$ cat src/bspl_regs.svh
// register offsets, field positions, reset values and timing counts
`ifndef BSPL_REGS_SVH
`define BSPL_REGS_SVH

`define BSPL_OFS_EVENT      12'h004
`define BSPL_OFS_FAULT      12'h008
`define BSPL_OFS_STATUS     12'h00c
`define BSPL_OFS_MASK       12'h010
`define BSPL_OFS_PGCFG      12'h020
`define BSPL_OFS_DISCFG     12'h024
`define BSPL_OFS_SLEWCFG    12'h038
`define BSPL_OFS_VREF       12'h040
`define BSPL_OFS_IREF       12'h044

`define BSPL_BIT_MODE_EVT   7
`define BSPL_BIT_OC_FLAG    6
`define BSPL_BIT_OV_FLAG    5
`define BSPL_BIT_CC_STAT    4
`define BSPL_BIT_WIN_STAT   2
`define BSPL_BIT_PG_DLY_LO  6
`define BSPL_BIT_DIS_EN     5
`define BSPL_BIT_SLEW_LO    2

`define BSPL_RST_MASK       8'h00
`define BSPL_RST_PGCFG      8'h00
`define BSPL_RST_DISCFG     8'h00
`define BSPL_RST_SLEWCFG    8'h00
`define BSPL_RST_VREF       16'h0000
`define BSPL_RST_IREF       8'h00

`define BSPL_OCP_PAIRS      3'd4
`define BSPL_PG_DLY0        12'd0
`define BSPL_PG_DLY1        12'd64
`define BSPL_PG_DLY2        12'd512
`define BSPL_PG_DLY3        12'd2048

`endif

$ cat src/bspl_pkg.sv
// types shared by the protection logic
`default_nettype none
package bspl_pkg;
    typedef enum logic [1:0] {
        BSPL_OFF,
        BSPL_SERVO,
        BSPL_ON,
        BSPL_LATCHED
    } bspl_state_t;

    typedef enum logic [1:0] {
        BSPL_CBC_IDLE,
        BSPL_CBC_FORCE
    } bspl_cbc_t;
endpackage : bspl_pkg
`default_nettype wire

$ cat src/bspl_delay.sv
// programmable delay line for the power-good level
`include "bspl_regs.svh"
`default_nettype none
module bspl_delay
    import bspl_pkg::*;
(
    input  wire logic       clk,
    input  wire logic       rst,
    input  wire logic [1:0] sel,
    input  wire logic       din,
    output var  logic       dout
);
    logic [11:0] cnt_reg;
    logic [11:0] cnt_next;
    logic        out_reg;
    logic        out_next;
    logic [11:0] limit;

    function automatic logic [11:0] dly_of(input logic [1:0] s);
        case (s)
            2'd0:    dly_of = `BSPL_PG_DLY0;
            2'd1:    dly_of = `BSPL_PG_DLY1;
            2'd2:    dly_of = `BSPL_PG_DLY2;
            default: dly_of = `BSPL_PG_DLY3;
        endcase
    endfunction : dly_of

    assign limit = dly_of(sel);

    // a rising decision waits the selected count; a falling one passes at once
    // so that a short low spell always restarts the full delay
    always_comb begin
        cnt_next = cnt_reg;
        out_next = out_reg;
        if (!din) begin
            out_next = 1'b0;
            cnt_next = 12'h000;
        end else if (out_reg) begin
            cnt_next = 12'h000;
        end else if (cnt_reg >= limit) begin
            out_next = 1'b1;
            cnt_next = 12'h000;
        end else begin
            cnt_next = cnt_reg + 12'h001;
        end
    end

    always_ff @(posedge clk or posedge rst) begin
        if (rst) begin
            cnt_reg <= 12'h000;
            out_reg <= 1'b0;
        end else begin
            cnt_reg <= cnt_next;
            out_reg <= out_next;
        end
    end

    assign dout = out_reg;
endmodule : bspl_delay
`default_nettype wire

$ cat src/bspl_top.sv
// status, power-good and protection logic of the main converter
//
// Contract
// - cc/cv change sets event bit, interrupts
// - mode status high in cc, low cv
// - power-good high only in on state
// - servo activity forces power-good low
// - any reference servo blanks power-good
// - status bit shows output inside window
// - two-bit field selects power-good delay
// - accept new references while enabled
// - discharge resistor on lowering voltage reference
// - two-bit field selects switch slew
// - high limit forces low until low limit
// - limit overrides regulation gate commands
// - continuous limit reports constant current
// - four limit pairs trigger over-current
// - over-current sets fault flag
// - over-voltage sets fault flag
// - faults latch off until enable low
//
// Our own choices: the APB register port and the register addresses.
`include "bspl_regs.svh"
`default_nettype none
module bspl_top
    import bspl_pkg::*;
(
    input  wire logic        REF_CLK,
    input  wire logic        RESET,
    input  wire logic        PSEL,
    input  wire logic        PENABLE,
    input  wire logic        PWRITE,
    input  wire logic [11:0] PADDR,
    input  wire logic [31:0] PWDATA,
    output logic      [31:0] PRDATA,
    output logic             PREADY,
    output logic             PSLVERR,
    output logic             IRQ,
    input  wire logic        ENABLE_IN,
    input  wire logic        CC_LOOP_ACTIVE,
    input  wire logic        ABOVE_WINDOW_UPPER,
    input  wire logic        BELOW_WINDOW_LOWER,
    input  wire logic        ABOVE_OVP_THRESHOLD,
    input  wire logic        HS_OVER_UPPER_LIMIT,
    input  wire logic        LS_OVER_LOWER_LIMIT,
    input  wire logic        OUTPUT_ABOVE_VREF,
    input  wire logic        SERVO_DONE,
    input  wire logic        REG_HS_ON,
    input  wire logic        REG_LS_ON,
    output logic             HS_GATE,
    output logic             LS_GATE,
    output logic             CONVERTER_RUN,
    output logic             SERVO_START,
    output logic      [15:0] VREF_TARGET,
    output logic      [7:0]  IREF_TARGET,
    output logic             DISCHARGE_ON,
    output logic      [1:0]  SLEW_SELECT,
    input  wire logic        POWER_GOOD_IN,
    output logic             POWER_GOOD_OUT,
    output logic             POWER_GOOD_OE_N
);
    ////////////////////////////////////////////////////////////////////////////
    // pin synchronisers: three stages, change taken when stages two and three agree
    logic [2:0] sy_en, sy_cc, sy_hi, sy_lo, sy_ov, sy_hs, sy_ls, sy_ab;
    logic       en_reg, cc_reg, hi_reg, lo_reg, ov_reg, hs_reg, ls_reg, ab_reg;

    function automatic logic agree(input logic [2:0] s, input logic cur);
        agree = (s[1] == s[2]) ? s[2] : cur;
    endfunction : agree

    always_ff @(posedge REF_CLK or posedge RESET) begin
        if (RESET) begin
            sy_en <= 3'h0; sy_cc <= 3'h0; sy_hi <= 3'h0; sy_lo <= 3'h0;
            sy_ov <= 3'h0; sy_hs <= 3'h0; sy_ls <= 3'h0; sy_ab <= 3'h0;
            en_reg <= 1'b0; cc_reg <= 1'b0; hi_reg <= 1'b0; lo_reg <= 1'b0;
            ov_reg <= 1'b0; hs_reg <= 1'b0; ls_reg <= 1'b0; ab_reg <= 1'b0;
        end else begin
            sy_en <= {sy_en[1:0], ENABLE_IN};
            sy_cc <= {sy_cc[1:0], CC_LOOP_ACTIVE};
            sy_hi <= {sy_hi[1:0], ABOVE_WINDOW_UPPER};
            sy_lo <= {sy_lo[1:0], BELOW_WINDOW_LOWER};
            sy_ov <= {sy_ov[1:0], ABOVE_OVP_THRESHOLD};
            sy_hs <= {sy_hs[1:0], HS_OVER_UPPER_LIMIT};
            sy_ls <= {sy_ls[1:0], LS_OVER_LOWER_LIMIT};
            sy_ab <= {sy_ab[1:0], OUTPUT_ABOVE_VREF};
            en_reg <= agree(sy_en, en_reg);
            cc_reg <= agree(sy_cc, cc_reg);
            hi_reg <= agree(sy_hi, hi_reg);
            lo_reg <= agree(sy_lo, lo_reg);
            ov_reg <= agree(sy_ov, ov_reg);
            hs_reg <= agree(sy_hs, hs_reg);
            ls_reg <= agree(sy_ls, ls_reg);
            ab_reg <= agree(sy_ab, ab_reg);
        end
    end

    ////////////////////////////////////////////////////////////////////////////
    // apb register file
    logic [7:0]  mask_reg, mask_next;
    logic [7:0]  pgcfg_reg, pgcfg_next;
    logic [7:0]  discfg_reg, discfg_next;
    logic [7:0]  slewcfg_reg, slewcfg_next;
    logic [15:0] vref_reg, vref_next;
    logic [7:0]  iref_reg, iref_next;
    logic [7:0]  event_reg, event_next;
    logic [7:0]  fault_reg, fault_next;
    logic        ref_wr;
    logic        wr_en;
    logic [7:0]  status_word;
    logic        mode_evt, oc_evt, ov_evt;

    assign wr_en   = PSEL && PENABLE && PWRITE;
    assign PREADY  = 1'b1;
    assign PSLVERR = 1'b0;

    always_comb begin
        mask_next    = mask_reg;
        pgcfg_next   = pgcfg_reg;
        discfg_next  = discfg_reg;
        slewcfg_next = slewcfg_reg;
        vref_next    = vref_reg;
        iref_next    = iref_reg;
        ref_wr       = 1'b0;
        event_next   = event_reg;
        fault_next   = fault_reg;
        if (wr_en) begin
            if (PADDR == `BSPL_OFS_EVENT) begin
                event_next = event_reg & ~PWDATA[7:0];
            end else if (PADDR == `BSPL_OFS_FAULT) begin
                fault_next = fault_reg & ~PWDATA[7:0];
            end else if (PADDR == `BSPL_OFS_MASK) begin
                mask_next = PWDATA[7:0];
            end else if (PADDR == `BSPL_OFS_PGCFG) begin
                pgcfg_next = PWDATA[7:0];
            end else if (PADDR == `BSPL_OFS_DISCFG) begin
                discfg_next = PWDATA[7:0];
            end else if (PADDR == `BSPL_OFS_SLEWCFG) begin
                slewcfg_next = PWDATA[7:0];
            end else if (PADDR == `BSPL_OFS_VREF) begin
                vref_next = PWDATA[15:0];
                ref_wr    = 1'b1;
            end else if (PADDR == `BSPL_OFS_IREF) begin
                iref_next = PWDATA[7:0];
                ref_wr    = 1'b1;
            end
        end
        // set wins over a clear in the same cycle
        if (mode_evt) event_next[`BSPL_BIT_MODE_EVT] = 1'b1;
        if (oc_evt) fault_next[`BSPL_BIT_OC_FLAG] = 1'b1;
        if (ov_evt) fault_next[`BSPL_BIT_OV_FLAG] = 1'b1;
    end

    always_comb begin
        PRDATA = 32'h0000_0000;
        if (PADDR == `BSPL_OFS_EVENT) begin
            PRDATA[7:0] = event_reg;
        end else if (PADDR == `BSPL_OFS_FAULT) begin
            PRDATA[7:0] = fault_reg;
        end else if (PADDR == `BSPL_OFS_STATUS) begin
            PRDATA[7:0] = status_word;
        end else if (PADDR == `BSPL_OFS_MASK) begin
            PRDATA[7:0] = mask_reg;
        end else if (PADDR == `BSPL_OFS_PGCFG) begin
            PRDATA[7:0] = pgcfg_reg;
        end else if (PADDR == `BSPL_OFS_DISCFG) begin
            PRDATA[7:0] = discfg_reg;
        end else if (PADDR == `BSPL_OFS_SLEWCFG) begin
            PRDATA[7:0] = slewcfg_reg;
        end else if (PADDR == `BSPL_OFS_VREF) begin
            PRDATA[15:0] = vref_reg;
        end else if (PADDR == `BSPL_OFS_IREF) begin
            PRDATA[7:0] = iref_reg;
        end
    end

    always_ff @(posedge REF_CLK or posedge RESET) begin
        if (RESET) begin
            mask_reg    <= `BSPL_RST_MASK;
            pgcfg_reg   <= `BSPL_RST_PGCFG;
            discfg_reg  <= `BSPL_RST_DISCFG;
            slewcfg_reg <= `BSPL_RST_SLEWCFG;
            vref_reg    <= `BSPL_RST_VREF;
            iref_reg    <= `BSPL_RST_IREF;
            event_reg   <= 8'h00;
            fault_reg   <= 8'h00;
        end else begin
            mask_reg    <= mask_next;
            pgcfg_reg   <= pgcfg_next;
            discfg_reg  <= discfg_next;
            slewcfg_reg <= slewcfg_next;
            vref_reg    <= vref_next;
            iref_reg    <= iref_next;
            event_reg   <= event_next;
            fault_reg   <= fault_next;
        end
    end

    assign IRQ = |((event_reg | fault_reg) & mask_reg);

    ////////////////////////////////////////////////////////////////////////////
    // cycle-by-cycle limit and over-current pair counter
    bspl_cbc_t cbc_reg, cbc_next;
    logic [2:0] pair_reg, pair_next;
    logic       cbc_cont_reg, cbc_cont_next;

    always_comb begin
        cbc_next      = cbc_reg;
        pair_next     = pair_reg;
        cbc_cont_next = cbc_cont_reg;
        oc_evt        = 1'b0;
        case (cbc_reg)
            BSPL_CBC_IDLE: begin
                if (hs_reg) begin
                    cbc_next = BSPL_CBC_FORCE;
                end else if (REG_HS_ON) begin
                    // a regular cycle without a limit breaks the run
                    pair_next     = 3'd0;
                    cbc_cont_next = 1'b0;
                end
            end
            default: begin
                if (!ls_reg) begin
                    cbc_next = BSPL_CBC_IDLE;
                    if (pair_reg + 3'd1 >= `BSPL_OCP_PAIRS) begin
                        oc_evt    = 1'b1;
                        pair_next = 3'd0;
                    end else begin
                        pair_next = pair_reg + 3'd1;
                    end
                    cbc_cont_next = (pair_reg != 3'd0);
                end
            end
        endcase
    end

    always_ff @(posedge REF_CLK or posedge RESET) begin
        if (RESET) begin
            cbc_reg      <= BSPL_CBC_IDLE;
            pair_reg     <= 3'd0;
            cbc_cont_reg <= 1'b0;
        end else begin
            cbc_reg      <= cbc_next;
            pair_reg     <= pair_next;
            cbc_cont_reg <= cbc_cont_next;
        end
    end

    ////////////////////////////////////////////////////////////////////////////
    // converter state, servo and protection latch
    bspl_state_t st_reg, st_next;
    logic        cc_mode_reg, cc_mode_next;
    logic        hs_out, ls_out;

    assign ov_evt = ov_reg;

    always_comb begin
        st_next     = st_reg;
        SERVO_START = 1'b0;
        case (st_reg)
            BSPL_OFF: begin
                if (en_reg) begin
                    st_next     = BSPL_SERVO;
                    SERVO_START = 1'b1;
                end
            end
            BSPL_SERVO: begin
                if (SERVO_DONE && !ref_wr) st_next = BSPL_ON;
            end
            BSPL_ON: begin
                if (ref_wr) begin
                    st_next     = BSPL_SERVO;
                    SERVO_START = 1'b1;
                end
            end
            default: begin
                if (!en_reg) st_next = BSPL_OFF;
            end
        endcase
        if (st_reg == BSPL_SERVO && ref_wr) SERVO_START = 1'b1;
        if (st_reg != BSPL_LATCHED) begin
            if (oc_evt || ov_evt) begin
                st_next     = BSPL_LATCHED;
                SERVO_START = 1'b0;
            end else if (!en_reg) begin
                st_next     = BSPL_OFF;
                SERVO_START = 1'b0;
            end
        end
    end

    always_comb begin
        cc_mode_next = cc_reg || cbc_cont_reg;
        mode_evt     = (cc_mode_next != cc_mode_reg);
        hs_out       = 1'b0;
        ls_out       = 1'b0;
        if (st_reg == BSPL_ON || st_reg == BSPL_SERVO) begin
            if (cbc_reg == BSPL_CBC_FORCE) begin
                ls_out = 1'b1;
            end else begin
                hs_out = REG_HS_ON;
                ls_out = REG_LS_ON && !REG_HS_ON;
            end
        end
    end

    always_ff @(posedge REF_CLK or posedge RESET) begin
        if (RESET) begin
            st_reg      <= BSPL_OFF;
            cc_mode_reg <= 1'b0;
            HS_GATE     <= 1'b0;
            LS_GATE     <= 1'b0;
        end else begin
            st_reg      <= st_next;
            cc_mode_reg <= cc_mode_next;
            HS_GATE     <= hs_out;
            LS_GATE     <= ls_out;
        end
    end

    assign status_word = {3'b000, cc_mode_reg, 1'b0,
                          !hi_reg && !lo_reg, 2'b00};

    assign CONVERTER_RUN = (st_reg == BSPL_ON) || (st_reg == BSPL_SERVO);
    assign VREF_TARGET   = vref_reg;
    assign IREF_TARGET   = iref_reg;
    assign SLEW_SELECT   = slewcfg_reg[`BSPL_BIT_SLEW_LO +: 2];
    assign DISCHARGE_ON  = discfg_reg[`BSPL_BIT_DIS_EN] && ab_reg &&
                           (st_reg == BSPL_SERVO);

    ////////////////////////////////////////////////////////////////////////////
    // power-good: only in the on state, blanked during any servo move
    logic pg_raw;
    logic pg_dly;

    assign pg_raw = (st_reg == BSPL_ON);

    bspl_delay u_pg_delay (
        .clk  (REF_CLK),
        .rst  (RESET),
        .sel  (pgcfg_reg[`BSPL_BIT_PG_DLY_LO +: 2]),
        .din  (pg_raw),
        .dout (pg_dly)
    );

    // open drain: enable low pulls the pin low; released otherwise
    assign POWER_GOOD_OUT  = 1'b0;
    assign POWER_GOOD_OE_N = pg_dly && pg_raw;

    logic unused_pg_in;
    assign unused_pg_in = POWER_GOOD_IN;
endmodule : bspl_top
`default_nettype wire

$ cat config.mk
export PLATFORM = sky130hd
export DESIGN_NAME = bspl_top
export DESIGN_NICKNAME = d
export VERILOG_FILES = /design/src/bspl_pkg.sv /design/src/bspl_delay.sv /design/src/bspl_top.sv
export VERILOG_INCLUDE_DIRS = /design/src
export SDC_FILE = /design/constraint.sdc
export NUM_CORES = 1
export LEC_CHECK = 0
export ABC_AREA = 1
export BUFFER_PORTS_ARGS = -buffer_cell sky130_fd_sc_hd__buf_4
export CORE_ASPECT_RATIO = 0.5
export CORE_MARGIN = 3
export CORE_UTILIZATION = 40
export DETAILED_ROUTE_END_ITERATION = 8
export SLEW_MARGIN = 30
export SYNTH_ARGS = -nofsm -noshare
export SYNTH_HDL_FRONTEND = slang
export SYNTH_SLANG_ARGS = --single-unit
$ cat constraint.sdc
create_clock -name REF_CLK -period 4.5 [get_ports REF_CLK]
set_input_delay 0 -clock REF_CLK [delete_from_list [all_inputs] [get_ports REF_CLK]]
set_output_delay 0 -clock REF_CLK [all_outputs]
set_load 0.03 [all_outputs]
==> results of run 1 <==
[final cells by class]
type	count	area (sq um)
fillers	1386	6920
clock buffers	17	425
multi-input cells	456	2450
repair buffers	121	976
flip-flops and latches	127	3180
inverters	88	333
well taps	198	248
clock inverters	15	175
[cells by family (layout without fill, tap and decap cells)]
family | count (synthesis) | count (layout)
and+or+nand+nor | 292 | 292
adders and majority gates | 19 | 19
muxes | 8 | 8
buffers and inverters | 120 | 241
AOI/OAI and AO/OA | 107 | 107
other | 2 | 19
DFF | 127 | 127
xor gates and xnor gates | 11 | 11
[power by group through the flow]
stage,clock (mW),sequential (mW),combinational [mW]
2_1_floorplan,0,1.26,0.246
3_3_place_gp,0,1.26,0.358
3_5_place_dp,0,1.26,0.366
4_1_cts,1.43,1.24,0.394
5_1_grt,1.48,1.24,0.440
6_report,1.39,1.24,0.393
[through the flow]
stage	instance area, sq um	total power, mW	hold WS, ps	setup slack [ps]
floorplan	6180	1.51	31.4	1120
global placement	6910	1.61	-25.6	2330
detailed placement	6910	1.62	-21.4	2330
CTS	7780	3.06	21.3	2330
global route	7780	3.16	63.7	1990
finish	7780	3.02	48.5	2310
[final timing paths]
| path | endpoint | slack [ps] | cells past startpoint |
|---|---|---|---|
| max | PRDATA[4] | 2310 | 11 |
| min | st_reg[1] | 50 | 5 |
| max reg2reg | u_pg_delay.cnt_reg[2] | 2450 | 8 |
| min reg2reg | sy_hi[1] | 350 | 0 |
| max in group asynchronous | VREF_TARGET[0] | 3370 | 4 |
| min in group asynchronous | sy_hs[0] | 100 | 3 |
[layer usage]
| layer | GRT usage [%] | up-vias |
|---|---|---|
| met1 | 27.1 | 2351 |
| met3 | 4.90 | 21 |
| li1 | - | 2447 |
| met2 | 28.5 | 175 |
| met5 | 0 | - |
| met4 | 6.13 | 0 |
[placed cells by master, fill, tap and decap left out, types with 6 or more instances in the layout]
| cell type | n |
|---|---|
| nand2_1 | 156 |
| dfrtp_1 | 127 |
| buf_4 | 94 |
| inv_1 | 83 |
| nor2_1 | 43 |
| o21ai_0 | 40 |
| nand3_1 | 34 |
| a21oi_1 | 30 |
| dlygate4sd3_1 | 27 |
| conb_1 | 19 |
| nand4_1 | 18 |
| clkbuf_16 | 17 |
| o21ai_2 | 16 |
| nor3_1 | 12 |
| ha_1 | 11 |
| xor2_1 | 9 |
| nor3b_1 | 9 |
| mux2_2 | 8 |
| o21ai_1 | 8 |
| maj3_1 | 8 |
| inv_6 | 6 |
[tightest hold or removal path, stage by stage]
cell     delay [ps]
buf_4           100
a21oi_1          60
o21ai_0         160
nand2_1          60
nand2_1          50
==> flow_metrics.env, run 1 <==
export IMPL_wl_met2_um=6550
export IMPL_avgSynthCellArea_sq_um=8.92
export IMPL_rsz0062_at_grt="no"
export IMPL_wl_um=15200
export IMPL_path_max_fanout=13
export IMPL_htree_levels=4
export IMPL_globalRouteOverflowTotal=0
export IMPL_io_pins=129
export IMPL_ant_nets=0
export IMPL_cap_viol_max_count=0
export IMPL_yosysWarnings=0
export IMPL_cp_cell_sequence="buf_4, nor2_1, nand2_1, nor2_2, nand2_1, or2_0, a22oi_1, nand2_1, nand2_1, nand2_1, buf_4"
export IMPL_synth_ff_type="dfrtp_1"
export IMPL_hp_class="primary input to register"
export IMPL_drtPass1Iterations=5
export IMPL_die_h_um=93.5
export IMPL_cts_hold_buf=27
export IMPL_synth_top_family_by_area="simple AND/OR/NAND/NOR gates"
export IMPL_vias=4994
export IMPL_dr_first_iter_drc_count=414
export IMPL_place_inst=963
export IMPL_worstMarginPinSlew_ps=784
export IMPL_gp_congestion=0.893
export IMPL_synthXorXnorAreaFrac_pct=1.57
export IMPL_endpoint_kind="primary output"
export IMPL_synth_compound_area_share_pct=10.2
export IMPL_core_area_sq_um=14700
export IMPL_start_kind="primary input"
export IMPL_grt_pass1_wl_um=25200
export IMPL_status="complete, no violations"
export IMPL_hpwlAfterDp_um=10900
export IMPL_clock_root_buffer="clkbuf_16"
export IMPL_crit_slowest_cell="nand2_1"
export IMPL_crit_buf_inv=2
export IMPL_synth_top_area_cell="dfrtp_1"
export IMPL_intPower_mw=2.18
export IMPL_io_buffers=92
export IMPL_synthCells=686
export IMPL_synth_seq_area_share_pct=51.9
export IMPL_fin_nets=883
export IMPL_r2r_start="pgcfg_reg[6]"
export IMPL_routedWlPerCell_um=14.9
export IMPL_synth_seq_cells=127
export IMPL_track_usage_pct=19.0
export IMPL_cts_made_buffers=17
export IMPL_ir_drop_uv=287
export IMPL_p_comb_share_pct=13.0
export IMPL_slew_headroom_pct=47.3
export IMPL_grt_max_degree=59
export IMPL_slew_violations=0
export IMPL_viasPerCell=4.89
export IMPL_cts_sinks=127
export IMPL_synth_edf_count=0
export IMPL_p_leak_nw=3.91
export IMPL_finalCriticalPeriod_ps=2190
export IMPL_hold_viol=0
export IMPL_die_area_sq_um=16900
export IMPL_rows=31
export IMPL_final_cells=1022
export IMPL_path_class="primary input to primary output"
export IMPL_area_growth_pct=27.2
export IMPL_switching_share_pct=28.0
export IMPL_ctsResizeCount=0
export IMPL_hp_start="SERVO_DONE"
export IMPL_postLayoutCoreUtil_pct=52.9
export IMPL_ys_top_cells_by_area="dfrtp_1 (52%), nand2_1 (9.6%), inv_1 (5.2%)"
export IMPL_antenna_cells=0
export IMPL_wl_met1_um=7420
export IMPL_drive_gt1_share_pct=20.6
export IMPL_async_flop_share_pct=100
export IMPL_period_share_pct=48.7
export IMPL_die_w_um=181
export IMPL_clockPowerShare_pct=46.1
export IMPL_power_frac_seq_pct=40.9
export IMPL_synth_distinct_cells=43
export IMPL_p_sw_mw=0.845
export IMPL_power_density_nw_per_um2=388
export IMPL_worstPathArrival_ps=2190
export IMPL_syn_cell_area_sq_um=6120
export IMPL_crit_required_ps=4500
export IMPL_top_layer_used="met4"
export IMPL_setup_tns_ps=0
export IMPL_antenna_found_initial=0
export IMPL_yosysMostFrequentCell="nand2_1"
export IMPL_synth_simple_gate_area_share_pct=22.0
export IMPL_clock_latency_ps=420
export IMPL_cts_max_path_buffers=2
export IMPL_cts_tree="done"
export IMPL_crit_path_frequent_cell="nand2_1"
export IMPL_crit_start="PADDR[9]"
export IMPL_max_stage_delay_ps=360
export IMPL_initial_core_util_pct=41.6
export IMPL_routed_wl_met3_um=1090
export IMPL_grt_pass1_vias=4858
export IMPL_synth_mux_area_share_pct=1.47
export IMPL_setup_violations=0
export IMPL_synth_commonest_cells="nand2_1 (156), dfrtp_1 (127), inv_1 (84)"
export IMPL_clkSlewWorstSetupHoldPaths_ps=60
export IMPL_finalClockSkew_ps=7.26
export IMPL_cts_setup_buffers=0
export IMPL_largest_register_ffs=16
export IMPL_synth_top_area_share_pct=51.9
export IMPL_remaining_drc_errors=0
export IMPL_critical_path_top_delay_family="simple AND/OR/NAND/NOR gates"
export IMPL_max_freq_mhz=457
export IMPL_synth_fa_ha_area_share_pct=3.56
No activity file was read; power rests on OpenSTA's default activity.
==> run 2, diff against run 1 <==
==> constraint.sdc (replaced) <==
create_clock -name REF_CLK -period 1.9 [get_ports REF_CLK]
set_input_delay 0 -clock REF_CLK [delete_from_list [all_inputs] [get_ports REF_CLK]]
set_output_delay 0 -clock REF_CLK [all_outputs]
set_load 0.03 [all_outputs]
==> flow_metrics.env, run 2 (synthesis gave the netlist of run 1 again) <==
export IMPL_finalClockSkew_ps=9.38
export IMPL_cts_tree="done"
export IMPL_hold_viol=0
export IMPL_grt_max_degree=34
export IMPL_routed_wl_met3_um=982
export IMPL_finalCriticalPeriod_ps=1810
export IMPL_placed_area_sq_um=7120
export IMPL_hp_class="primary input to register"
export IMPL_cts_made_buffers=17
export IMPL_power_frac_seq_pct=39.6
export IMPL_gp_congestion=0.878
export IMPL_whs_endpoint="st_reg[1]"
export IMPL_num_fill_cells=1324
export IMPL_slew_headroom_pct=58.5
export IMPL_intPower_mw=5.34
export IMPL_worstPathArrival_ps=1810
export IMPL_p_comb_share_pct=13.7
export IMPL_final_common_cell="nand2_1"
export IMPL_dr_first_iter_drc_count=484
export IMPL_start_kind="register"
export IMPL_endpoint_kind="primary output"
export IMPL_cp_cell_sequence="ha_2, xor2_2, nand2_2, nand2_1, inv_2, nand2_1, a21boi_2, buf_6"
export IMPL_critical_path_top_delay_family="flip-flops"
export IMPL_max_stage_delay_ps=380
export IMPL_antenna_found_initial=1
export IMPL_r2r_start="st_reg[0]"
export IMPL_clock_latency_ps=420
export IMPL_htree_levels=4
export IMPL_top_layer_used="met4"
export IMPL_die_area_sq_um=16900
export IMPL_worstMarginPinSlew_ps=621
export IMPL_totalPowerFinal_mw=7.41
export IMPL_crit_buf_inv=2
export IMPL_cap_viol_max_count=0
export IMPL_slew_violations=0
export IMPL_post_route_cell_area_sq_um=8130
export IMPL_largest_register_ffs=16
export IMPL_grt_pass1_vias=5016
export IMPL_die_h_um=93.5
export IMPL_clockPowerShare_pct=46.7
export IMPL_setup_violations=0
export IMPL_ant_nets=0
export IMPL_crit_required_ps=1900
export IMPL_vias=5091
export IMPL_path_max_fanout=3
export IMPL_regArea_sq_um=3180
export IMPL_grt_pass1_wl_um=25500
export IMPL_status="complete, no violations"
export IMPL_area_growth_pct=32.9
export IMPL_switching_share_pct=27.8
export IMPL_hp_start="SERVO_DONE"
export IMPL_io_pins=129
export IMPL_cts_sinks=127
export IMPL_rows=31
export IMPL_viasPerCell=4.84
export IMPL_final_cell_mix="nand2_1 (154), dfrtp_1 (126), buf_4 (116)"
export IMPL_ir_drop_uv=794
export IMPL_cts_max_path_buffers=2
export IMPL_fin_nets=911
export IMPL_max_freq_mhz=554
export IMPL_io_buffers=92
export IMPL_r2r_end="LS_GATE"
export IMPL_die_w_um=181
export IMPL_multiInputGateArea_sq_um=2520
export IMPL_globalRouteOverflowTotal=0
export IMPL_track_usage_pct=19.2
export IMPL_reg2regPathDepth=5
export IMPL_crit_path_frequent_cell="nand2_1"
export IMPL_clock_root_buffer="clkbuf_16"
export IMPL_routedWlPerCell_um=15.0
export IMPL_wl_met1_um=7530
export IMPL_core_area_sq_um=14700
export IMPL_drive_gt1_share_pct=25.2
export IMPL_crit_slowest_cell="dfrtp_1"
export IMPL_hpwlAfterDp_um=11400
export IMPL_remaining_drc_errors=0
export IMPL_wl_um=15700
export IMPL_p_sw_mw=2.06
export IMPL_drtPass1Iterations=5
export IMPL_postLayoutCoreUtil_pct=55.3
export IMPL_reg2reg_slack_ps=190
export IMPL_power_density_nw_per_um2=911
export IMPL_period_share_pct=95.1
export IMPL_path_class="register to primary output"
export IMPL_clkSlewWorstSetupHoldPaths_ps=60
export IMPL_initial_core_util_pct=41.6
export IMPL_min_path_cells=5
export IMPL_p_leak_nw=4.06
export IMPL_wl_met2_um=6980
[run 2: changes by cell type in the layout (fill, tap and decap cells not counted), sizes merged]
cell | before | now
buf | 94 | 122
clkinvlp | 1 | 3
diode | 0 | 1
bufinv | 2 | 3
clkinv | 5 | 1
inv | 95 | 96
[run 2: final cells by class]
class | count | share of cell area [%]
multi-input combinational | 456 | 30.9
inverter | 88 | 4.11
timing repair buffer | 149 | 15.1
clock buffer | 17 | 5.23
tap | 198 | 3.05
clock inverter | 15 | 2.43
sequential | 127 | 39.1
antenna | 1 | 0.0308
[run 2: worst min-delay path, delay by kind of cell]
family | cells | cell delay, ps
buf+inv | 1 | 100
simple gates | 2 | 110
compound gates | 2 | 240
[run 2: worst max path at each step]
stage / startpoint / end / slack, ps / cells after the start
floorplan: pgcfg_reg[6] / u_pg_delay.cnt_reg[2] / 190 / 8
global placement: PADDR[11] / SERVO_START / 110 / 9
finish: pair_reg[0] / SERVO_START / 90 / 8
global route: pgcfg_reg[7] / u_pg_delay.cnt_reg[2] / -3 / 8
detailed placement: pgcfg_reg[6] / u_pg_delay.cnt_reg[2] / 140 / 9
CTS: pair_reg[0] / SERVO_START / 20 / 8
[run 2: routing by layer]
metal,global-route usage (%),vias up
met5,0,-
met4,6.25,0
met3,4.31,25
met2,29.6,159
met1,27.0,2394
li1,-,2513
[run 2: what timing repair did]
action / CTS / global route
hold buffers: 27 / 0
setup buffers: 0 / 4
hold endpoints to repair: 53 / 0
gates cloned: 0 / 1
endpoints found under the setup margin: 1 / 16
gates resized for setup: 5 / 16
pin swaps: 1 / 3
[run 2: through the flow]
| stage | TNS, ps | setup slack (ps) | hold WS (ps) | instances |
|---|---|---|---|---|
| global route | -4.81 | -2.56 | 110 | 1051 |
| floorplan | 0 | 194 | 31.4 | 703 |
| finish | 0 | 93.5 | 59.2 | 1051 |
| CTS | 0 | 20.3 | 49.5 | 1045 |
| detailed placement | 0 | 139 | 111 | 986 |
| global placement | 0 | 111 | 108 | 986 |
[run 2: power groups by stage]
| stage | Sequential [mW] | Clock [mW] | Combinational [mW] |
|---|---|---|---|
| 4_1_cts | 2.93 | 3.51 | 0.973 |
| 5_1_grt | 2.94 | 3.64 | 1.13 |
| 2_1_floorplan | 2.98 | 0 | 0.582 |
| 6_report | 2.93 | 3.46 | 1.02 |
| 3_3_place_gp | 2.97 | 0 | 0.874 |
| 3_5_place_dp | 2.97 | 0 | 0.886 |
